<file path="config.mk">
export PLATFORM = sky130hd
export DESIGN_NAME = bsp_ctrl
export DESIGN_NICKNAME = d
export VERILOG_FILES = /design/src/shared/bsp_pkg.sv /design/src/design/bsp_ctrl.sv
export VERILOG_INCLUDE_DIRS = /design/src /design/src/shared
export SDC_FILE = /design/constraint.sdc
export NUM_CORES = 1
export LEC_CHECK = 0
export ABC_CLOCK_PERIOD_IN_PS = 2600
export BUFFER_PORTS_ARGS = -buffer_cell sky130_fd_sc_hd__buf_2
export CORE_ASPECT_RATIO = 0.7
export CORE_UTILIZATION = 30
export DETAILED_ROUTE_END_ITERATION = 10
export HOLD_SLACK_MARGIN = 0.03
export PLACE_DENSITY = 0.69
export SETUP_SLACK_MARGIN = 0.02
export SYNTH_ARGS = -nofsm -noshare
export SYNTH_HDL_FRONTEND = slang
export SYNTH_SLANG_ARGS = --single-unit
</file>
<file path="constraint.sdc">
create_clock -name hclk -period 2.6 [get_ports hclk]
set_clock_uncertainty 0.15 [all_clocks]
set_input_delay 0.52 -clock hclk [delete_from_list [all_inputs] [get_ports hclk]]
set_output_delay 0.52 -clock hclk [all_outputs]
set_load 0.03 [all_outputs]
</file>
<file path="src/shared/bsp_map.svh">
// Summary of operation
// - Two lock sets; program only, chip erase restores
// - General write lock never gates store-program
// - General read/write lock never gates load/store
// - Lock bit one unprogrammed, zero programmed
// - Application pair 11 free, 10 blocks writes
// - Application 0x blocks boot reads, masks interrupts
// - Boot pair 11 free, 10 blocks writes
// - Boot 0x blocks application reads, masks interrupts
// - Boot fuse selects application or boot reset
// - Fuse changed only by programming interface
// - Control bit five reserved, reads zero
// - Ready interrupt needs enable and global flag
// - Ready interrupt is a level while idle
// - Section erase/write sets busy, blocks section
// - Re-enable command after completion clears busy
// - Page buffer load clears busy flag
// - Re-enable with enable arms next store
// - Re-enable refused while operation in progress
// - Re-enable during loading discards buffer data
// - Enable arms store four cycles, then clears
// - Only five lower-bit codes are accepted
`ifndef BSP_MAP_SVH
`define BSP_MAP_SVH

// ----------------------------------------
// Register offsets (byte addresses)
// ----------------------------------------
`define BSP_OFF_CTRL      32'h0000_0000
`define BSP_OFF_LOCK      32'h0000_0004

// ----------------------------------------
// Control register fields
// ----------------------------------------
`define BSP_CTRL_IE       7
`define BSP_CTRL_BUSY     6
`define BSP_CTRL_RES      5
`define BSP_CTRL_REEN     4
`define BSP_CTRL_EN       0
`define BSP_CTRL_RST      8'h00

// ----------------------------------------
// Lower five bit command codes
// ----------------------------------------
`define BSP_CODE_LOAD     5'h01
`define BSP_CODE_ERASE    5'h03
`define BSP_CODE_WRITE    5'h05
`define BSP_CODE_LOCKSET  5'h09
`define BSP_CODE_REEN     5'h11

// ----------------------------------------
// Lock and fuse layout, reset values
// ----------------------------------------
`define BSP_LOCK_APP_LO   0
`define BSP_LOCK_APP_HI   1
`define BSP_LOCK_BOOT_LO  2
`define BSP_LOCK_BOOT_HI  3
`define BSP_LOCK_FUSE     4
`define BSP_LOCK_RST      4'hF
`define BSP_FUSE_RST      1'b1

// ----------------------------------------
// Timing and addresses
// ----------------------------------------
`define BSP_ARM_CYCLES    3'h4
`define BSP_APP_RESET     16'h0000
`define BSP_BOOT_RESET    16'h0C00

`endif

</file>
<file path="src/shared/bsp_pkg.sv">
package bsp_pkg;

	// Sequencer state, one-hot
	typedef enum logic [2:0]
	{
		BSP_IDLE  = 3'b001,
		BSP_ARMED = 3'b010,
		BSP_BUSY  = 3'b100
	} bsp_state_t;

	// Lower five control bits as written
	typedef logic [4:0] bsp_code_t;

endpackage

</file>
<file path="src/design/bsp_ctrl.sv">
// Our own choices: the register offsets and the AHB-Lite register port.
`timescale 1ns/10ps
`include "bsp_map.svh"

module bsp_ctrl
	import bsp_pkg::*;
#(
	parameter int        ADDR_W     = 16,
	parameter bit [15:0] BOOT_START = `BSP_BOOT_RESET
)
(
	// Clock and reset
	input  wire logic              hclk,
	input  wire logic              hresetn,
	// AHB-Lite slave
	input  wire logic              hsel,
	input  wire logic [31:0]       haddr,
	input  wire logic [1:0]        htrans,
	input  wire logic              hwrite,
	input  wire logic [2:0]        hsize,
	input  wire logic              hready,
	input  wire logic [31:0]       hwdata,
	output logic      [31:0]       hrdata,
	output logic                   hreadyout,
	output logic                   hresp,
	// Core store-program request
	input  wire logic              spm_valid,
	input  wire logic              spm_target_boot,
	input  wire logic              spm_target_rww,
	input  wire logic [3:0]        spm_data,
	// Core load-program request
	input  wire logic              lpm_valid,
	input  wire logic              lpm_target_boot,
	// Core context
	input  wire logic              exec_in_boot,
	input  wire logic              vectors_in_boot,
	input  wire logic              global_irq_en,
	// Flash array and programming interface
	input  wire logic              flash_done,
	input  wire logic              prog_lock_wr,
	input  wire logic [3:0]        prog_lock_data,
	input  wire logic              prog_fuse_wr,
	input  wire logic              prog_fuse_data,
	input  wire logic              chip_erase,
	// Results to core and flash
	output logic                   erase_start,
	output logic                   write_start,
	output logic                   load_start,
	output logic                   lockset_done,
	output logic                   buf_discard,
	output logic                   spm_refused,
	output logic                   lpm_allow,
	output logic                   irq_block,
	output logic                   ready_irq,
	output logic                   rww_busy,
	output logic [ADDR_W-1:0]      reset_vector
);

	// ----------------------------------------
	// Elaboration checks
	// ----------------------------------------
	if (ADDR_W < 16 || ADDR_W > 32)
	begin : g_bad_width
		$error("ADDR_W must lie between 16 and 32");
	end

	// ----------------------------------------
	// State record
	// ----------------------------------------
	typedef struct packed {
		bsp_state_t        state;     // Sequencer state
		logic [3:0]        cmd;       // Armed command bits 4..1
		logic [2:0]        arm_cnt;   // Cycles left in arm window
		logic              ie;        // Ready interrupt enable
		logic              busy;      // Section busy flag
		logic              buf_full;  // Page buffer holds data
		logic [3:0]        lock;      // Boot lock bits
		logic              fuse;      // Boot vector fuse
		logic              dp_wr;     // Data phase write pending
		logic              dp_ctrl;   // Data phase targets control
		logic [31:0]       rdata;     // Read data
		logic              rdy;       // Bus ready
		logic              erase;     // Erase start pulse
		logic              write;     // Write start pulse
		logic              load;      // Load start pulse
		logic              lset;      // Lock set pulse
		logic              discard;   // Buffer discard pulse
		logic              refused;   // Store refused pulse
		logic              lpm_ok;    // Load permitted
		logic              iblk;      // Interrupt block
		logic              irq;       // Ready interrupt level
		logic [ADDR_W-1:0] rvec;      // Reset vector
	} bsp_st_t;

	bsp_st_t st_r;   // Registered state
	bsp_st_t st_nxt; // Next state

	// ----------------------------------------
	// Helper functions
	// ----------------------------------------
	// Write permission: lo bit zero means programmed, blocks
	function automatic logic wr_ok(input logic boot, input logic [3:0] lk);
		wr_ok = boot ? lk[`BSP_LOCK_BOOT_LO] : lk[`BSP_LOCK_APP_LO];
	endfunction

	// Read permission across sections: hi bit zero blocks
	function automatic logic rd_ok(input logic tboot, input logic eboot,
		input logic [3:0] lk);
		rd_ok = 1'b1;
		if (tboot && !eboot)
		begin
			rd_ok = lk[`BSP_LOCK_BOOT_HI];
		end
		else if (!tboot && eboot)
		begin
			rd_ok = lk[`BSP_LOCK_APP_HI];
		end
	endfunction

	// Accepted code check
	function automatic logic code_ok(input bsp_code_t c);
		code_ok = (c == `BSP_CODE_LOAD) || (c == `BSP_CODE_ERASE) ||
			(c == `BSP_CODE_WRITE) || (c == `BSP_CODE_LOCKSET) ||
			(c == `BSP_CODE_REEN);
	endfunction

	// Control register image
	function automatic logic [7:0] ctrl_img(input bsp_st_t s);
		ctrl_img = 8'h00;
		ctrl_img[`BSP_CTRL_IE]   = s.ie;
		ctrl_img[`BSP_CTRL_BUSY] = s.busy;
		ctrl_img[`BSP_CTRL_RES]  = 1'b0;
		ctrl_img[4:1]            = s.cmd;
		ctrl_img[`BSP_CTRL_EN]   = (s.state != BSP_IDLE);
	endfunction

	// ----------------------------------------
	// Next state
	// ----------------------------------------
	bsp_code_t wcode;  // Written lower bits
	logic      spm_go; // Store issued from boot section

	always_comb
	begin
		st_nxt = st_r;
		wcode  = hwdata[4:0];
		spm_go = spm_valid && exec_in_boot;
		// Pulses default low
		st_nxt.erase   = 1'b0;
		st_nxt.write   = 1'b0;
		st_nxt.load    = 1'b0;
		st_nxt.lset    = 1'b0;
		st_nxt.discard = 1'b0;
		st_nxt.refused = 1'b0;
		st_nxt.rdy     = 1'b1;

		// Sequencer
		case (st_r.state)
			BSP_ARMED:
			begin
				if (spm_go)
				begin
					st_nxt.state = BSP_IDLE;
					st_nxt.cmd   = 4'h0;
					if ({st_r.cmd, 1'b1} == `BSP_CODE_LOAD)
					begin
						st_nxt.load     = 1'b1;
						st_nxt.buf_full = 1'b1;
						st_nxt.busy     = 1'b0;
					end
					else if ({st_r.cmd, 1'b1} == `BSP_CODE_LOCKSET)
					begin
						// Bits can only be programmed here
						st_nxt.lock = st_r.lock & spm_data;
						st_nxt.lset = 1'b1;
					end
					else if ({st_r.cmd, 1'b1} == `BSP_CODE_REEN)
					begin
						st_nxt.busy     = 1'b0;
						st_nxt.buf_full = 1'b0;
					end
					else if (wr_ok(spm_target_boot, st_r.lock))
					begin
						st_nxt.state = BSP_BUSY;
						st_nxt.cmd   = st_r.cmd;
						st_nxt.erase = ({st_r.cmd, 1'b1} == `BSP_CODE_ERASE);
						st_nxt.write = ({st_r.cmd, 1'b1} == `BSP_CODE_WRITE);
						if (spm_target_rww)
						begin
							st_nxt.busy = 1'b1;
						end
					end
					else
					begin
						st_nxt.refused = 1'b1;
					end
				end
				else if (st_r.arm_cnt == 3'h1)
				begin
					st_nxt.state = BSP_IDLE;
					st_nxt.cmd   = 4'h0;
				end
				else
				begin
					st_nxt.arm_cnt = st_r.arm_cnt - 3'h1;
				end
			end
			BSP_BUSY:
			begin
				// Enable stays high until the array finishes
				if (flash_done)
				begin
					st_nxt.state = BSP_IDLE;
					if (st_r.cmd == `BSP_CODE_WRITE >> 1)
					begin
						st_nxt.buf_full = 1'b0;
					end
					st_nxt.cmd = 4'h0;
				end
			end
			default:
			begin
				st_nxt.state = BSP_IDLE;
			end
		endcase

		// Bus data phase write
		if (st_r.dp_wr && st_r.dp_ctrl)
		begin
			st_nxt.ie = hwdata[`BSP_CTRL_IE];
			// Commands only while idle; re-enable refused when busy
			if (st_r.state == BSP_IDLE && code_ok(wcode))
			begin
				st_nxt.state   = BSP_ARMED;
				st_nxt.cmd     = wcode[4:1];
				st_nxt.arm_cnt = `BSP_ARM_CYCLES;
				if (wcode == `BSP_CODE_REEN && st_r.buf_full)
				begin
					st_nxt.buf_full = 1'b0;
					st_nxt.discard  = 1'b1;
				end
			end
		end

		// Programming interface: locks and fuse
		if (chip_erase)
		begin
			st_nxt.lock = `BSP_LOCK_RST;
		end
		else if (prog_lock_wr)
		begin
			st_nxt.lock = st_nxt.lock & prog_lock_data;
		end
		if (prog_fuse_wr)
		begin
			st_nxt.fuse = prog_fuse_data;
		end

		// Bus address phase
		st_nxt.dp_wr   = 1'b0;
		st_nxt.dp_ctrl = 1'b0;
		st_nxt.rdata   = 32'h0000_0000;
		if (hsel && hready && htrans[1])
		begin
			st_nxt.dp_wr   = hwrite;
			st_nxt.dp_ctrl = (haddr == `BSP_OFF_CTRL);
			if (!hwrite && haddr == `BSP_OFF_CTRL)
			begin
				st_nxt.rdata = {24'h00_0000, ctrl_img(st_r)};
			end
			else if (!hwrite && haddr == `BSP_OFF_LOCK)
			begin
				st_nxt.rdata = {27'h000_0000, st_r.fuse, st_r.lock};
			end
		end

		// Core-facing results
		st_nxt.lpm_ok = lpm_valid && rd_ok(lpm_target_boot, exec_in_boot, st_r.lock);
		st_nxt.iblk   = (vectors_in_boot && !exec_in_boot && !st_r.lock[`BSP_LOCK_APP_HI]) ||
			(!vectors_in_boot && exec_in_boot && !st_r.lock[`BSP_LOCK_BOOT_HI]);
		st_nxt.irq    = st_r.ie && global_irq_en && (st_r.state == BSP_IDLE);
		st_nxt.rvec   = st_r.fuse ? ADDR_W'(`BSP_APP_RESET) : ADDR_W'(BOOT_START);
	end

	// ----------------------------------------
	// State register
	// ----------------------------------------
	always_ff @(posedge hclk or negedge hresetn)
	begin
		if (!hresetn)
		begin
			st_r       <= '0;
			st_r.state <= BSP_IDLE;
			st_r.lock  <= `BSP_LOCK_RST;
			st_r.fuse  <= `BSP_FUSE_RST;
			st_r.rvec  <= ADDR_W'(`BSP_APP_RESET);
		end
		else
		begin
			st_r <= st_nxt;
		end
	end

	// ----------------------------------------
	// Outputs
	// ----------------------------------------
	assign hrdata       = st_r.rdata;
	assign hreadyout    = st_r.rdy;
	assign hresp        = 1'b0;
	assign erase_start  = st_r.erase;
	assign write_start  = st_r.write;
	assign load_start   = st_r.load;
	assign lockset_done = st_r.lset;
	assign buf_discard  = st_r.discard;
	assign spm_refused  = st_r.refused;
	assign lpm_allow    = st_r.lpm_ok;
	assign irq_block    = st_r.iblk;
	assign ready_irq    = st_r.irq;
	assign rww_busy     = st_r.busy;
	assign reset_vector = st_r.rvec;
endmodule

</file>
Word-level counts from Yosys, hierarchy flattened
Index checks and enable logic that the tools add are counted. Widths: inputs -> output; s select.

Bits in registers: 74. Input bits: 95. Output and inout bits: 60. Word-level logic and storage cells: 131.

Add/subtract/negate cells: 1. Equality and inequality tests: 16. Muxes and demuxes: 57. Bitwise operators: 2. Reductions and logical operators: 33.

Operators by type and width (count): $mux 7 (7); $mux 34 (1); $eq 32x3->1 const B (1); $logic_not 32->1 (1); $mux 4 (7); $mux 1 (24); $logic_and 1x1->1 (17); $mux 12 (1); $mux 2 (6); $mux 11 (1); $mux 10 (1); $mux 5 (2); $mux 3 (3); $and 4x4->4 (2); $mux 8 (1); $pmux 4 s2 (1); $eq 3x1->1 const B (2); $logic_not 1->1 (6); $pmux 3 s2 (1); $reduce_bool 3->1 (2); $eq 5x1->1 const B (1); $eq 5x2->1 const B (1); $eq 5x3->1 const B (1); $eq 5x4->1 const B (1); other kinds (14) (18).

Depth between registers and ports, before layout
Gate-level depths: netlist (run 1).

Depth after elaboration: 10. Depth in mapped cells: 6. Depth with buffers taken out: 6.

Worst setup path before layout (run 1)
OpenSTA, ideal clock, no wires.

Path kind: input-to-reg. From: in haddr[15]. To: reg st_r, in the netlist hrdata[6]. Library setup time: 67 ps. Arrival: 1491 ps. Data required time: 2383 ps. Slack: 891 ps. Cell stages on the path: 4. Path buffers: 0. Path through: nor4_1 -> nand4_1 -> nor4_2 -> and3b_1.

RTL lines: start, declared (RTL line bsp_ctrl.sv:17) `input wire logic [31:0] haddr,`; end signal, assigned (RTL line bsp_ctrl.sv:300) `st_r <= st_nxt;`; end, declared (RTL line bsp_ctrl.sv:95) `bsp_st_t st_r;`.

==> impl_metrics.csv, run 1 <==
group,metric,value,unit
detailed_routing,drt_iter0_drc,50,
timing,worst_slew_pin_slew,0.825,ns
clocking,cts_tree,"yes",
detailed_routing,drc,0,
worst_setup_path,worst-path-max-fanout,8,
global_routing,grt_pass1_vias,1573,
cells_and_area,final_core_util,0.380,
pwr,power_switching,372,uW
global_routing,grt_pass1_wl,7.66,mm
worst_setup_path,r2r-start,"st_r[77]$_DFF_PN0_",
worst_setup_path,reg2reg_depth,4,
place,hpwl,3.82,mm
synthesis,synth_area_per_cell,9.97,um^2
timing,setup_viol,0,
worst_setup_path,crit_arrival,1.98,ns
synthesis,synth.distinct_cells,48,
place,numPortBuffers,84,
global_routing,antenna_found_initial,0,
timing,max_freq,0.525,GHz
cells_and_area,drive_above_1_share,0.359,
worst_setup_path,cp.required,2.68,ns
clocking,cts-buffers-inserted,5,
synthesis,async_flop_share,1.00,
pwr,p_leak,0.00137,uW
floorplan,fp.dieW,104,um
timing,hold_viol,0,
clocking,cts_root_buf,"clkbuf_8",
floorplan,row_count,25,
timing,maxSlewViolCount,0,
cells_and_area,nNetsFinal,394,
flow_run,maxCapViolCount,0,
global_routing,grt_overflow,0,
cells_and_area,largest_register_ffs,19,
worst_setup_path,crit_path_end_kind,"flip-flop",
worst_setup_path,worstSetupStartpointType,"flip-flop",
clocking,hold_buffers,0,
clocking,cts_sinks,38,
synthesis,synth_ff_type,"dfrtp_1",
place,gp_congestion,0.795,
global_routing,grt_max_degree,39,
timing,fin_crit,1.91,ns
worst_setup_path,r2r_setup_slack,0.69,ns
floorplan,start_util,0.317,
outcome,status,"finished, final reports clean",
floorplan,die-height,73.5,um
synthesis,synth_edf_count,0,
timing,fin_crit_sh,0.733,
cells_and_area,fillers,704,
cells_and_area,num_antenna_cells,0,
timing,rsz0062_at_grt,"false",
floorplan,dieArea,7660,um^2
clocking,clockBufferDepth,2,
clocking,cts.repair.resized,0,
worst_setup_path,r2r_end,"st_r[73]$_DFF_PN0_",
synthesis,synth_cells,220,
timing,relSlewSlack,0.450,
timing,tns,0,ns
detailed_routing,via_per_inst,4.35,
worst_setup_path,crit_type,"reg -> reg",
cells_and_area,regMostFlops,"st_r",
timing,whs,0.162,ns
pwr,seqPwrFrac,0.433,
detailed_routing,drt-total-wl,4.75,mm
pwr,power.density,541,nW/um^2
detailed_routing,firstDrtPassIters,4,
pwr,internal-power,1050,uW
pwr,ir_worst_vdd,0.266,mV
clocking,post_cts_buffers,0,
clocking,h-tree-depth,2,
floorplan,coreArea,6910,um^2
clocking,clk_latency,0.29,ns
cells_and_area,multi_input_area,950,um^2
synthesis,yosysSeqAreaShare,0.437,
detailed_routing,route.detailed.wl_per_inst,12.1,um
clocking,clk_pin_slew_worst_paths,0.08,ns
cells_and_area,layout.area.seq,958,um^2
synthesis,ys_ff_latch,38,
pwr,p_clk_frac,0.427,
synthesis,yosysWarnings,0,
min_path,min_path_type,"in -> async",
pwr,p_sw_frac,0.262,
detailed_routing,antenna_left,0,
pwr,pwr-share-comb,0.140,
global_routing,grt_usage,0.130,
cells_and_area,area_growth,19.7,%
detailed_routing,dr_total_vias,1705,
synthesis,syn_area,2190,um^2
floorplan,pin_count,155,
power groups by stage:
stage / Sequential (uW) / Combinational (uW) / Clock [uW]
after floorplan: 629 / 168 / 0
after global placement: 626 / 195 / 0
after detailed placement: 626 / 198 / 0
after CTS: 615 / 198 / 620
after global routing: 617 / 215 / 647
final: 615 / 198 / 607
area by class of cell:
cell class	count	area share
clock buffers	5	0.0262
clock inverters	3	0.0262
inverters	9	0.0129
multi-input cells	158	0.362
flip-flops and latches	38	0.365
well taps	94	0.0448
repair buffers	85	0.163
layer usage:
| layer | GRT usage | share of wire |
|---|---|---|
| met3 | 0.0444 | 0.089 |
| met4 | 0.0333 | 0.0061 |
| met5 | 0 | 0 |
| met2 | 0.196 | 0.43 |
| met1 | 0.177 | 0.48 |
worst max path at each step:
stage | startpoint | to | slack [ns] | cells past startpoint
CTS | st_r[75]$_DFF_PN1_ | st_r[74]$_DFF_PN0_ | 0.70 | 5
finish | st_r[77]$_DFF_PN0_ | st_r[73]$_DFF_PN0_ | 0.69 | 4
global route | st_r[75]$_DFF_PN1_ | st_r[74]$_DFF_PN0_ | 0.59 | 5
floorplan | haddr[15] | hrdata[6]$_DFF_PN0_ | 0.89 | 4
global placement | haddr[1] | hrdata[6]$_DFF_PN0_ | 0.46 | 5
detailed placement | haddr[1] | hrdata[6]$_DFF_PN0_ | 0.46 | 5
layout by cell type, fill, tap and decap left out, types with 5 or more instances in the layout:
master and n:
nor4_1 8, conb_1 41, clkbuf_8 5, dfstp_2 6, nor2_1 12, nand2_1 12
nor2b_1 8, inv_1 9, o31ai_1 5, buf_2 84, dfrtp_1 32, mux2i_1 5
cell usage after synthesis, drive strengths merged (2+ instances only):
| master | count | area share |
|---|---|---|
| buf | 53 | 0.18 |
| dfrtp | 32 | 0.37 |
| nor2 | 13 | 0.026 |
| nand2 | 12 | 0.021 |
| nor4 | 10 | 0.034 |
| inv | 9 | 0.015 |
| nor2b | 8 | 0.023 |
| dfstp | 6 | 0.072 |
| nor3 | 6 | 0.021 |
| mux2i | 5 | 0.023 |
| o31ai | 5 | 0.017 |
| a211oi | 4 | 0.014 |
| a31oi | 4 | 0.011 |
| and2 | 4 | 0.011 |
| nand2b | 4 | 0.011 |
| nand4 | 4 | 0.011 |
| o21ai | 4 | 0.011 |
| o221ai | 4 | 0.016 |
| and3 | 3 | 0.0086 |
| nand3 | 3 | 0.0068 |
| a22o | 2 | 0.0080 |
| and2b | 2 | 0.0068 |
| and3b | 2 | 0.0080 |
| conb | 2 | 0.0034 |
| ha | 2 | 0.011 |
| nor3b | 2 | 0.0068 |
stage by stage:
stage | power (uW) | setup WS [ns] | cells | area, um^2
floorplan | 797 | 0.891 | 259 | 2340
global placement | 821 | 0.462 | 384 | 2490
detailed placement | 824 | 0.456 | 384 | 2490
CTS | 1430 | 0.701 | 392 | 2630
global route | 1480 | 0.586 | 392 | 2630
finish | 1420 | 0.694 | 392 | 2630
kinds of logic after synthesis:
group           count (synthesis)  synth area share
compound gates                 31             0.109
buf+inv                        63             0.197
fa+ha+maj                       2            0.0114
simple gates                   77             0.210
flops                          38             0.437
mux                             6            0.0280
xor+xnor                        1           0.00399
other cells                     2           0.00342
worst max-delay path, cell delays in order, from the launching register on:
cell	delay, ns
dfrtp_1	0.46
or3b_1	0.57
nor4_2	0.39
o31ai_1	0.15
o21ai_2	0.13
Power figures use the tool's default switching activity.
==> run 2, diff against run 1 <==
--- a/config.mk
+++ b/config.mk
@@ -6,7 +6,7 @@
 export SDC_FILE = /design/constraint.sdc
 export NUM_CORES = 1
 export LEC_CHECK = 0
-export ABC_CLOCK_PERIOD_IN_PS = 2600
+export ABC_CLOCK_PERIOD_IN_PS = 1760
 export BUFFER_PORTS_ARGS = -buffer_cell sky130_fd_sc_hd__buf_2
 export CORE_ASPECT_RATIO = 0.7
 export CORE_UTILIZATION = 30
==> constraint.sdc (replaced) <==
create_clock -name hclk -period 1.76 [get_ports hclk]
set_clock_uncertainty 0.15 [all_clocks]
set_input_delay 0.352 -clock hclk [delete_from_list [all_inputs] [get_ports hclk]]
set_output_delay 0.352 -clock hclk [all_outputs]
set_load 0.03 [all_outputs]
==> run 2 against run 1 <==
Against the previous run:
- sequential power is 48% higher
- wire length up 5.3%
- utilization is 2.6 points higher
- register-to-register slack lost 0.63 ns
- clock-buffer cell count is the same
- flip-flop and latch count unchanged
- via count grew 4.0%
- hold slack worse by 0.090 ns
- clock power increased by 48%
- maximum frequency grew 12%
- combinational power grew 55%
- sequential share of layout area decreased by 2.3 points
- largest cell class is now multi-input gates
- largest power group unchanged
- highest routed layer unchanged
==> impl_metrics.csv, run 2 (synthesis gave the netlist of run 1 again) <==
group,metric,value,unit
min_path,whs_endpoint,"st_r[60]$_DFFE_PN1P_",
timing,fin_crit,1.70,ns
cells_and_area,largest_register_ffs,19,
cells_and_area,drive_above_1_share,0.401,
detailed_routing,drc,0,
detailed_routing,via_per_inst,4.35,
clocking,clk_pin_slew_worst_paths,0.08,ns
place,placed_cell_area,2620,um^2
floorplan,die-height,73.5,um
cells_and_area,nNetsFinal,410,
pwr,power.density,755,nW/um^2
pwr,ir_worst_vdd,0.425,mV
timing,relSlewSlack,0.656,
floorplan,start_util,0.317,
global_routing,grt_usage,0.136,
clocking,cts-buffers-inserted,5,
timing,setup_slack,0.0619,ns
floorplan,dieArea,7660,um^2
place,hpwl,3.99,mm
detailed_routing,firstDrtPassIters,4,
worst_setup_path,crit_arrival,1.77,ns
timing,setup_viol,0,
global_routing,grt_pass1_vias,1607,
global_routing,antenna_found_initial,0,
timing,max_freq,0.589,GHz
clocking,h-tree-depth,2,
global_routing,grt_max_degree,22,
clocking,cts_sinks,38,
cells_and_area,layout_commonest_cell,"buf_2",
worst_setup_path,crit_type,"reg -> reg",
detailed_routing,route.detailed.wl_per_inst,12.2,um
place,post-place-ws,-0.0213,ns
cells_and_area,final_area,2800,um^2
clocking,cts_tree,"yes",
cells_and_area,final_cell_mix,"84 x buf_2, 41 x conb_1, 32 x dfrtp_1",
worst_setup_path,cp.required,1.83,ns
global_routing,grt_pass1_wl,7.89,mm
detailed_routing,drt_iter0_drc,46,
worst_setup_path,crit_path_end_kind,"flip-flop",
detailed_routing,drt-total-wl,5.00,mm
pwr,p_leak,0.00147,uW
cells_and_area,regMostFlops,"st_r",
worst_setup_path,reg2reg_depth,4,
worst_setup_path,worstSetupStartpointType,"flip-flop",
clocking,clockBufferDepth,2,
worst_setup_path,r2r-start,"st_r[76]$_DFF_PN0_",
timing,hold_viol,0,
timing,worst_slew_pin_slew,0.502,ns
min_path,min_path_type,"in -> reg",
worst_setup_path,r2r_setup_slack,0.06,ns
clocking,cts_root_buf,"clkbuf_8",
detailed_routing,antenna_left,0,
floorplan,pin_count,155,
global_routing,grt_overflow,0,
worst_setup_path,r2r_end,"st_r[73]$_DFF_PN0_",
timing,maxSlewViolCount,0,
place,numPortBuffers,84,
timing,rsz0062_at_grt,"true",
outcome,status,"finished, final reports clean",
detailed_routing,dr_total_vias,1774,
place,gp_congestion,0.838,
min_path,worstHoldStart,"prog_fuse_wr",
cells_and_area,num_antenna_cells,0,
min_path,whs_path_depth,2,
timing,fin_crit_sh,0.965,
floorplan,coreArea,6910,um^2
floorplan,row_count,25,
cells_and_area,area_growth,27.8,%
clocking,clk_latency,0.30,ns
worst_setup_path,worst-path-max-fanout,6,
floorplan,fp.dieW,104,um
flow_run,maxCapViolCount,0,
[run 2: stage by stage]
stage | total power, uW | std cells | TNS [ns] | hold slack [ns] | utilization
6_report | 2120 | 408 | 0 | 0.0725 | 0.406
5_1_grt | 2210 | 408 | -0.148 | 0.0655 | 0.406
4_1_cts | 2130 | 407 | 0 | 0.0714 | 0.400
3_5_place_dp | 1230 | 398 | -0.0290 | 0.186 | 0.379
3_3_place_gp | 1220 | 398 | -0.0359 | 0.177 | 0.379
2_1_floorplan | 1180 | 259 | 0 | -0.0936 | -
[run 2: layout make-up]
cell class,count,area [um^2]
fill,686,4110
multi-input combinational,158,981
sequential,38,958
timing repair buffer,101,576
tap,94,118
clock buffer,5,68.8
clock inverter,3,68.8
inverter,9,33.8
[run 2: worst max-delay path by stage]
| stage | slack (ns) | depth (start not counted) | end | startpoint |
|---|---|---|---|---|
| global route | -0.04 | 4 | st_r[73]$_DFF_PN0_ | st_r[76]$_DFF_PN0_ |
| finish | 0.06 | 4 | st_r[73]$_DFF_PN0_ | st_r[76]$_DFF_PN0_ |
| global placement | -0.02 | 6 | hrdata[6]$_DFF_PN0_ | haddr[1] |
| floorplan | 0.05 | 5 | st_r[70]$_DFF_PN0_ | st_r[77]$_DFF_PN0_ |
| detailed placement | -0.02 | 4 | rww_busy$_DFFE_PN0P_ | st_r[77]$_DFF_PN0_ |
| CTS | 0.04 | 6 | st_r[64]$_DFF_PN1_ | st_r[77]$_DFF_PN0_ |
[run 2: worst max-delay path, stage by stage (launching register included)]
cell     delay (ns)
dfrtp_1        0.39
or3b_4         0.47
nor4_2         0.36
o31ai_1        0.12
o21ai_2        0.14
[run 2: power by group]
group / switching (uW) / leakage (uW) / internal (uW)
registers: 12.8 / 0.000485 / 896
clock network: 332 / 0.0000683 / 568
logic: 214 / 0.000920 / 92.8
total: 559 / 0.00147 / 1560
[run 2: repair_timing]
action / in CTS / in global routing
endpoints found under the hold margin: 12 / 0
hold buffers: 1 / 0
gates resized for setup: 1 / 5
setup endpoints to repair: 2 / 11
setup buffers: 0 / 1
pin swaps: 0 / 0
[run 2: metal layers]
metal,vias to the layer above,global-route usage,part of all wire
met1,828,0.194,0.48
met5,-,0,0
li1,864,-,-
met3,2,0.0453,0.080
met4,0,0.0365,0.0012
met2,80,0.195,0.44
==> run 3, diff against run 2 <==
--- a/config.mk
+++ b/config.mk
@@ -8,11 +8,13 @@
 export LEC_CHECK = 0
 export ABC_CLOCK_PERIOD_IN_PS = 1760
 export BUFFER_PORTS_ARGS = -buffer_cell sky130_fd_sc_hd__buf_2
+export CELL_PAD_IN_SITES_DETAIL_PLACEMENT = 1
+export CELL_PAD_IN_SITES_GLOBAL_PLACEMENT = 1
 export CORE_ASPECT_RATIO = 0.7
-export CORE_UTILIZATION = 30
+export CORE_UTILIZATION = 29
 export DETAILED_ROUTE_END_ITERATION = 10
 export HOLD_SLACK_MARGIN = 0.03
-export PLACE_DENSITY = 0.69
+export PLACE_DENSITY = 0.88
 export SETUP_SLACK_MARGIN = 0.02
 export SYNTH_ARGS = -nofsm -noshare
 export SYNTH_HDL_FRONTEND = slang
==> run 3 against run 2 <==
Against the previous run:
- hold slack gained 0.015 ns
- flip-flop and latch count is the same
- first-iteration DRC count grew 61%
- critical path depth grew 2
- register-to-register slack is essentially flat
- final cell count grew 1.2%
- non-clock buffer count grew 1
- maximum frequency grew 0.77%
- critical path type unchanged
- highest routed layer unchanged
==> impl_metrics.csv, run 3 (synthesis gave the netlist of run 1 again) <==
group,metric,value,unit
floorplan,pin_count,155,
cells_and_area,drive_above_1_share,0.413,
clocking,cts_tree,"yes",
cells_and_area,layout_commonest_cell,"buf_2",
global_routing,antenna_found_initial,0,
global_routing,grt_overflow,0,
place,gp_congestion,0.819,
timing,max_freq,0.593,GHz
detailed_routing,via_per_inst,4.45,
place,hpwl,4.61,mm
global_routing,grt_max_degree,39,
worst_setup_path,cpPeakStageDelay,0.58,ns
place,numPortBuffers,84,
clocking,cts_root_buf,"clkbuf_8",
detailed_routing,antenna_left,0,
worst_setup_path,cp.required,1.83,ns
timing,tns,0,ns
clocking,clockBufferDepth,2,
clocking,cts-buffers-inserted,5,
detailed_routing,drt_iter0_drc,74,
clocking,clk_pin_slew_worst_paths,0.07,ns
timing,maxSlewViolCount,0,
floorplan,coreArea,7320,um^2
pwr,p_leak,0.00146,uW
cells_and_area,largest_register_ffs,19,
timing,hold_viol,0,
worst_setup_path,crit_arrival,1.76,ns
pwr,total_power,1980,uW
cells_and_area,final_cell_mix,"84 x buf_2, 41 x conb_1, 32 x dfrtp_1",
timing,fin_crit,1.69,ns
detailed_routing,route.detailed.wl_per_inst,13.8,um
place,placed_cell_area,2610,um^2
detailed_routing,drt-total-wl,5.72,mm
floorplan,die-height,74.8,um
worst_setup_path,crit_chain,"nor3b_2 > buf_4 > o2111a_1 > buf_4 > nand2_1 > o21ai_2",
cells_and_area,regMostFlops,"st_r",
pwr,ir_worst_vdd,0.262,mV
timing,whs,0.0870,ns
worst_setup_path,r2r_setup_slack,0.07,ns
global_routing,grt_pass1_vias,1916,
detailed_routing,dr_total_vias,1839,
clocking,clk_latency,0.29,ns
worst_setup_path,crit_path_frequent_cell,"buf_4",
timing,rsz0062_at_grt,"true",
cells_and_area,fin_cells,413,
cells_and_area,num_antenna_cells,0,
worst_setup_path,crit_type,"reg -> reg",
min_path,whs_path_depth,2,
worst_setup_path,r2r_end,"st_r[73]$_DFF_PN0_",
flow_run,maxCapViolCount,0,
outcome,status,"finished, final reports clean",
floorplan,dieArea,7920,um^2
cells_and_area,final_area,2770,um^2
clocking,h-tree-depth,2,
cells_and_area,area_growth,26.5,%
min_path,min_path_type,"in -> reg",
timing,fin_crit_sh,0.957,
worst_setup_path,reg2reg_depth,6,
global_routing,grt_usage,0.161,
floorplan,row_count,26,
worst_setup_path,crit_family,"flip-flops",
global_routing,grt_pass1_wl,9.55,mm
worst_setup_path,worst-path-max-fanout,7,
worst_setup_path,crit_path_end_kind,"flip-flop",
min_path,whs_endpoint,"st_r[60]$_DFFE_PN1P_",
detailed_routing,firstDrtPassIters,4,
clocking,cts_sinks,38,
timing,setup_viol,0,
worst_setup_path,critPathBufInv,2,
pwr,power.density,713,nW/um^2
floorplan,fp.dieW,106,um
floorplan,start_util,0.300,
worst_setup_path,slowest_stage,"dfstp_2",
place,dp_cells,403,
timing,worst_slew_pin_slew,0.464,ns
detailed_routing,drc,0,
min_path,worstHoldStart,"prog_fuse_wr",
cells_and_area,nNetsFinal,411,
worst_setup_path,r2r-start,"st_r[75]$_DFF_PN1_",
timing,relSlewSlack,0.682,
worst_setup_path,worstSetupStartpointType,"flip-flop",
[run 3: cell count changes in the layout (fill, tap and decap cells not counted), sizes merged]
cell    before  now
buf        100  101
clkinv       1    0
clkbuf       5    7
bufinv       2    1
[run 3: per-layer routing]
metal	vias up	track usage	wire, um
met5	-	0	0
met4	0	0.0556	76
met3	7	0.0416	369
met2	74	0.272	2670
met1	885	0.204	2600
li1	873	-	-
[run 3: power by group]
group          switching (uW)  leakage [uW]  internal (uW)
Clock                     300     0.0000585            462
Combinational             216      0.000916           88.9
Sequential               14.7      0.000485            897
[run 3: worst max-delay path by stage]
stage | startpoint | depth (start not counted) | to
final | st_r[75]$_DFF_PN1_ | 6 | st_r[73]$_DFF_PN0_
after floorplan | st_r[77]$_DFF_PN0_ | 5 | st_r[70]$_DFF_PN0_
after global placement | haddr[1] | 6 | hrdata[6]$_DFF_PN0_
after global routing | st_r[75]$_DFF_PN1_ | 6 | st_r[73]$_DFF_PN0_
after CTS | st_r[77]$_DFF_PN0_ | 6 | st_r[73]$_DFF_PN0_
after detailed placement | st_r[77]$_DFF_PN0_ | 6 | st_r[74]$_DFF_PN0_
[run 3: what timing repair did]
item                                    in CTS  in global routing
gates resized for setup                      2                  6
endpoints found under the setup margin      11                 11
pin swaps                                    1                  0
hold buffers                                 1                  0
endpoints found under the hold margin       32                  0
buffers inserted                             1                  0
[run 3: per-stage QoR]
stage / setup WS (ns) / utilization
floorplan: 0.0533 / -
global placement: -0.0254 / 0.356
detailed placement: -0.0492 / 0.356
CTS: 0.0201 / 0.375
global route: -0.00630 / 0.379
finish: 0.0749 / 0.379
[run 3: cell type report]
cell class | count | area, um^2
Clock buffer | 7 | 86.3
Clock inverter | 1 | 30.0
Fill cell | 883 | 4550
Inverter | 9 | 33.8
Multi-Input combinational cell | 158 | 985
Sequential cell | 38 | 958
Tap cell | 98 | 123
Timing Repair Buffer | 102 | 558
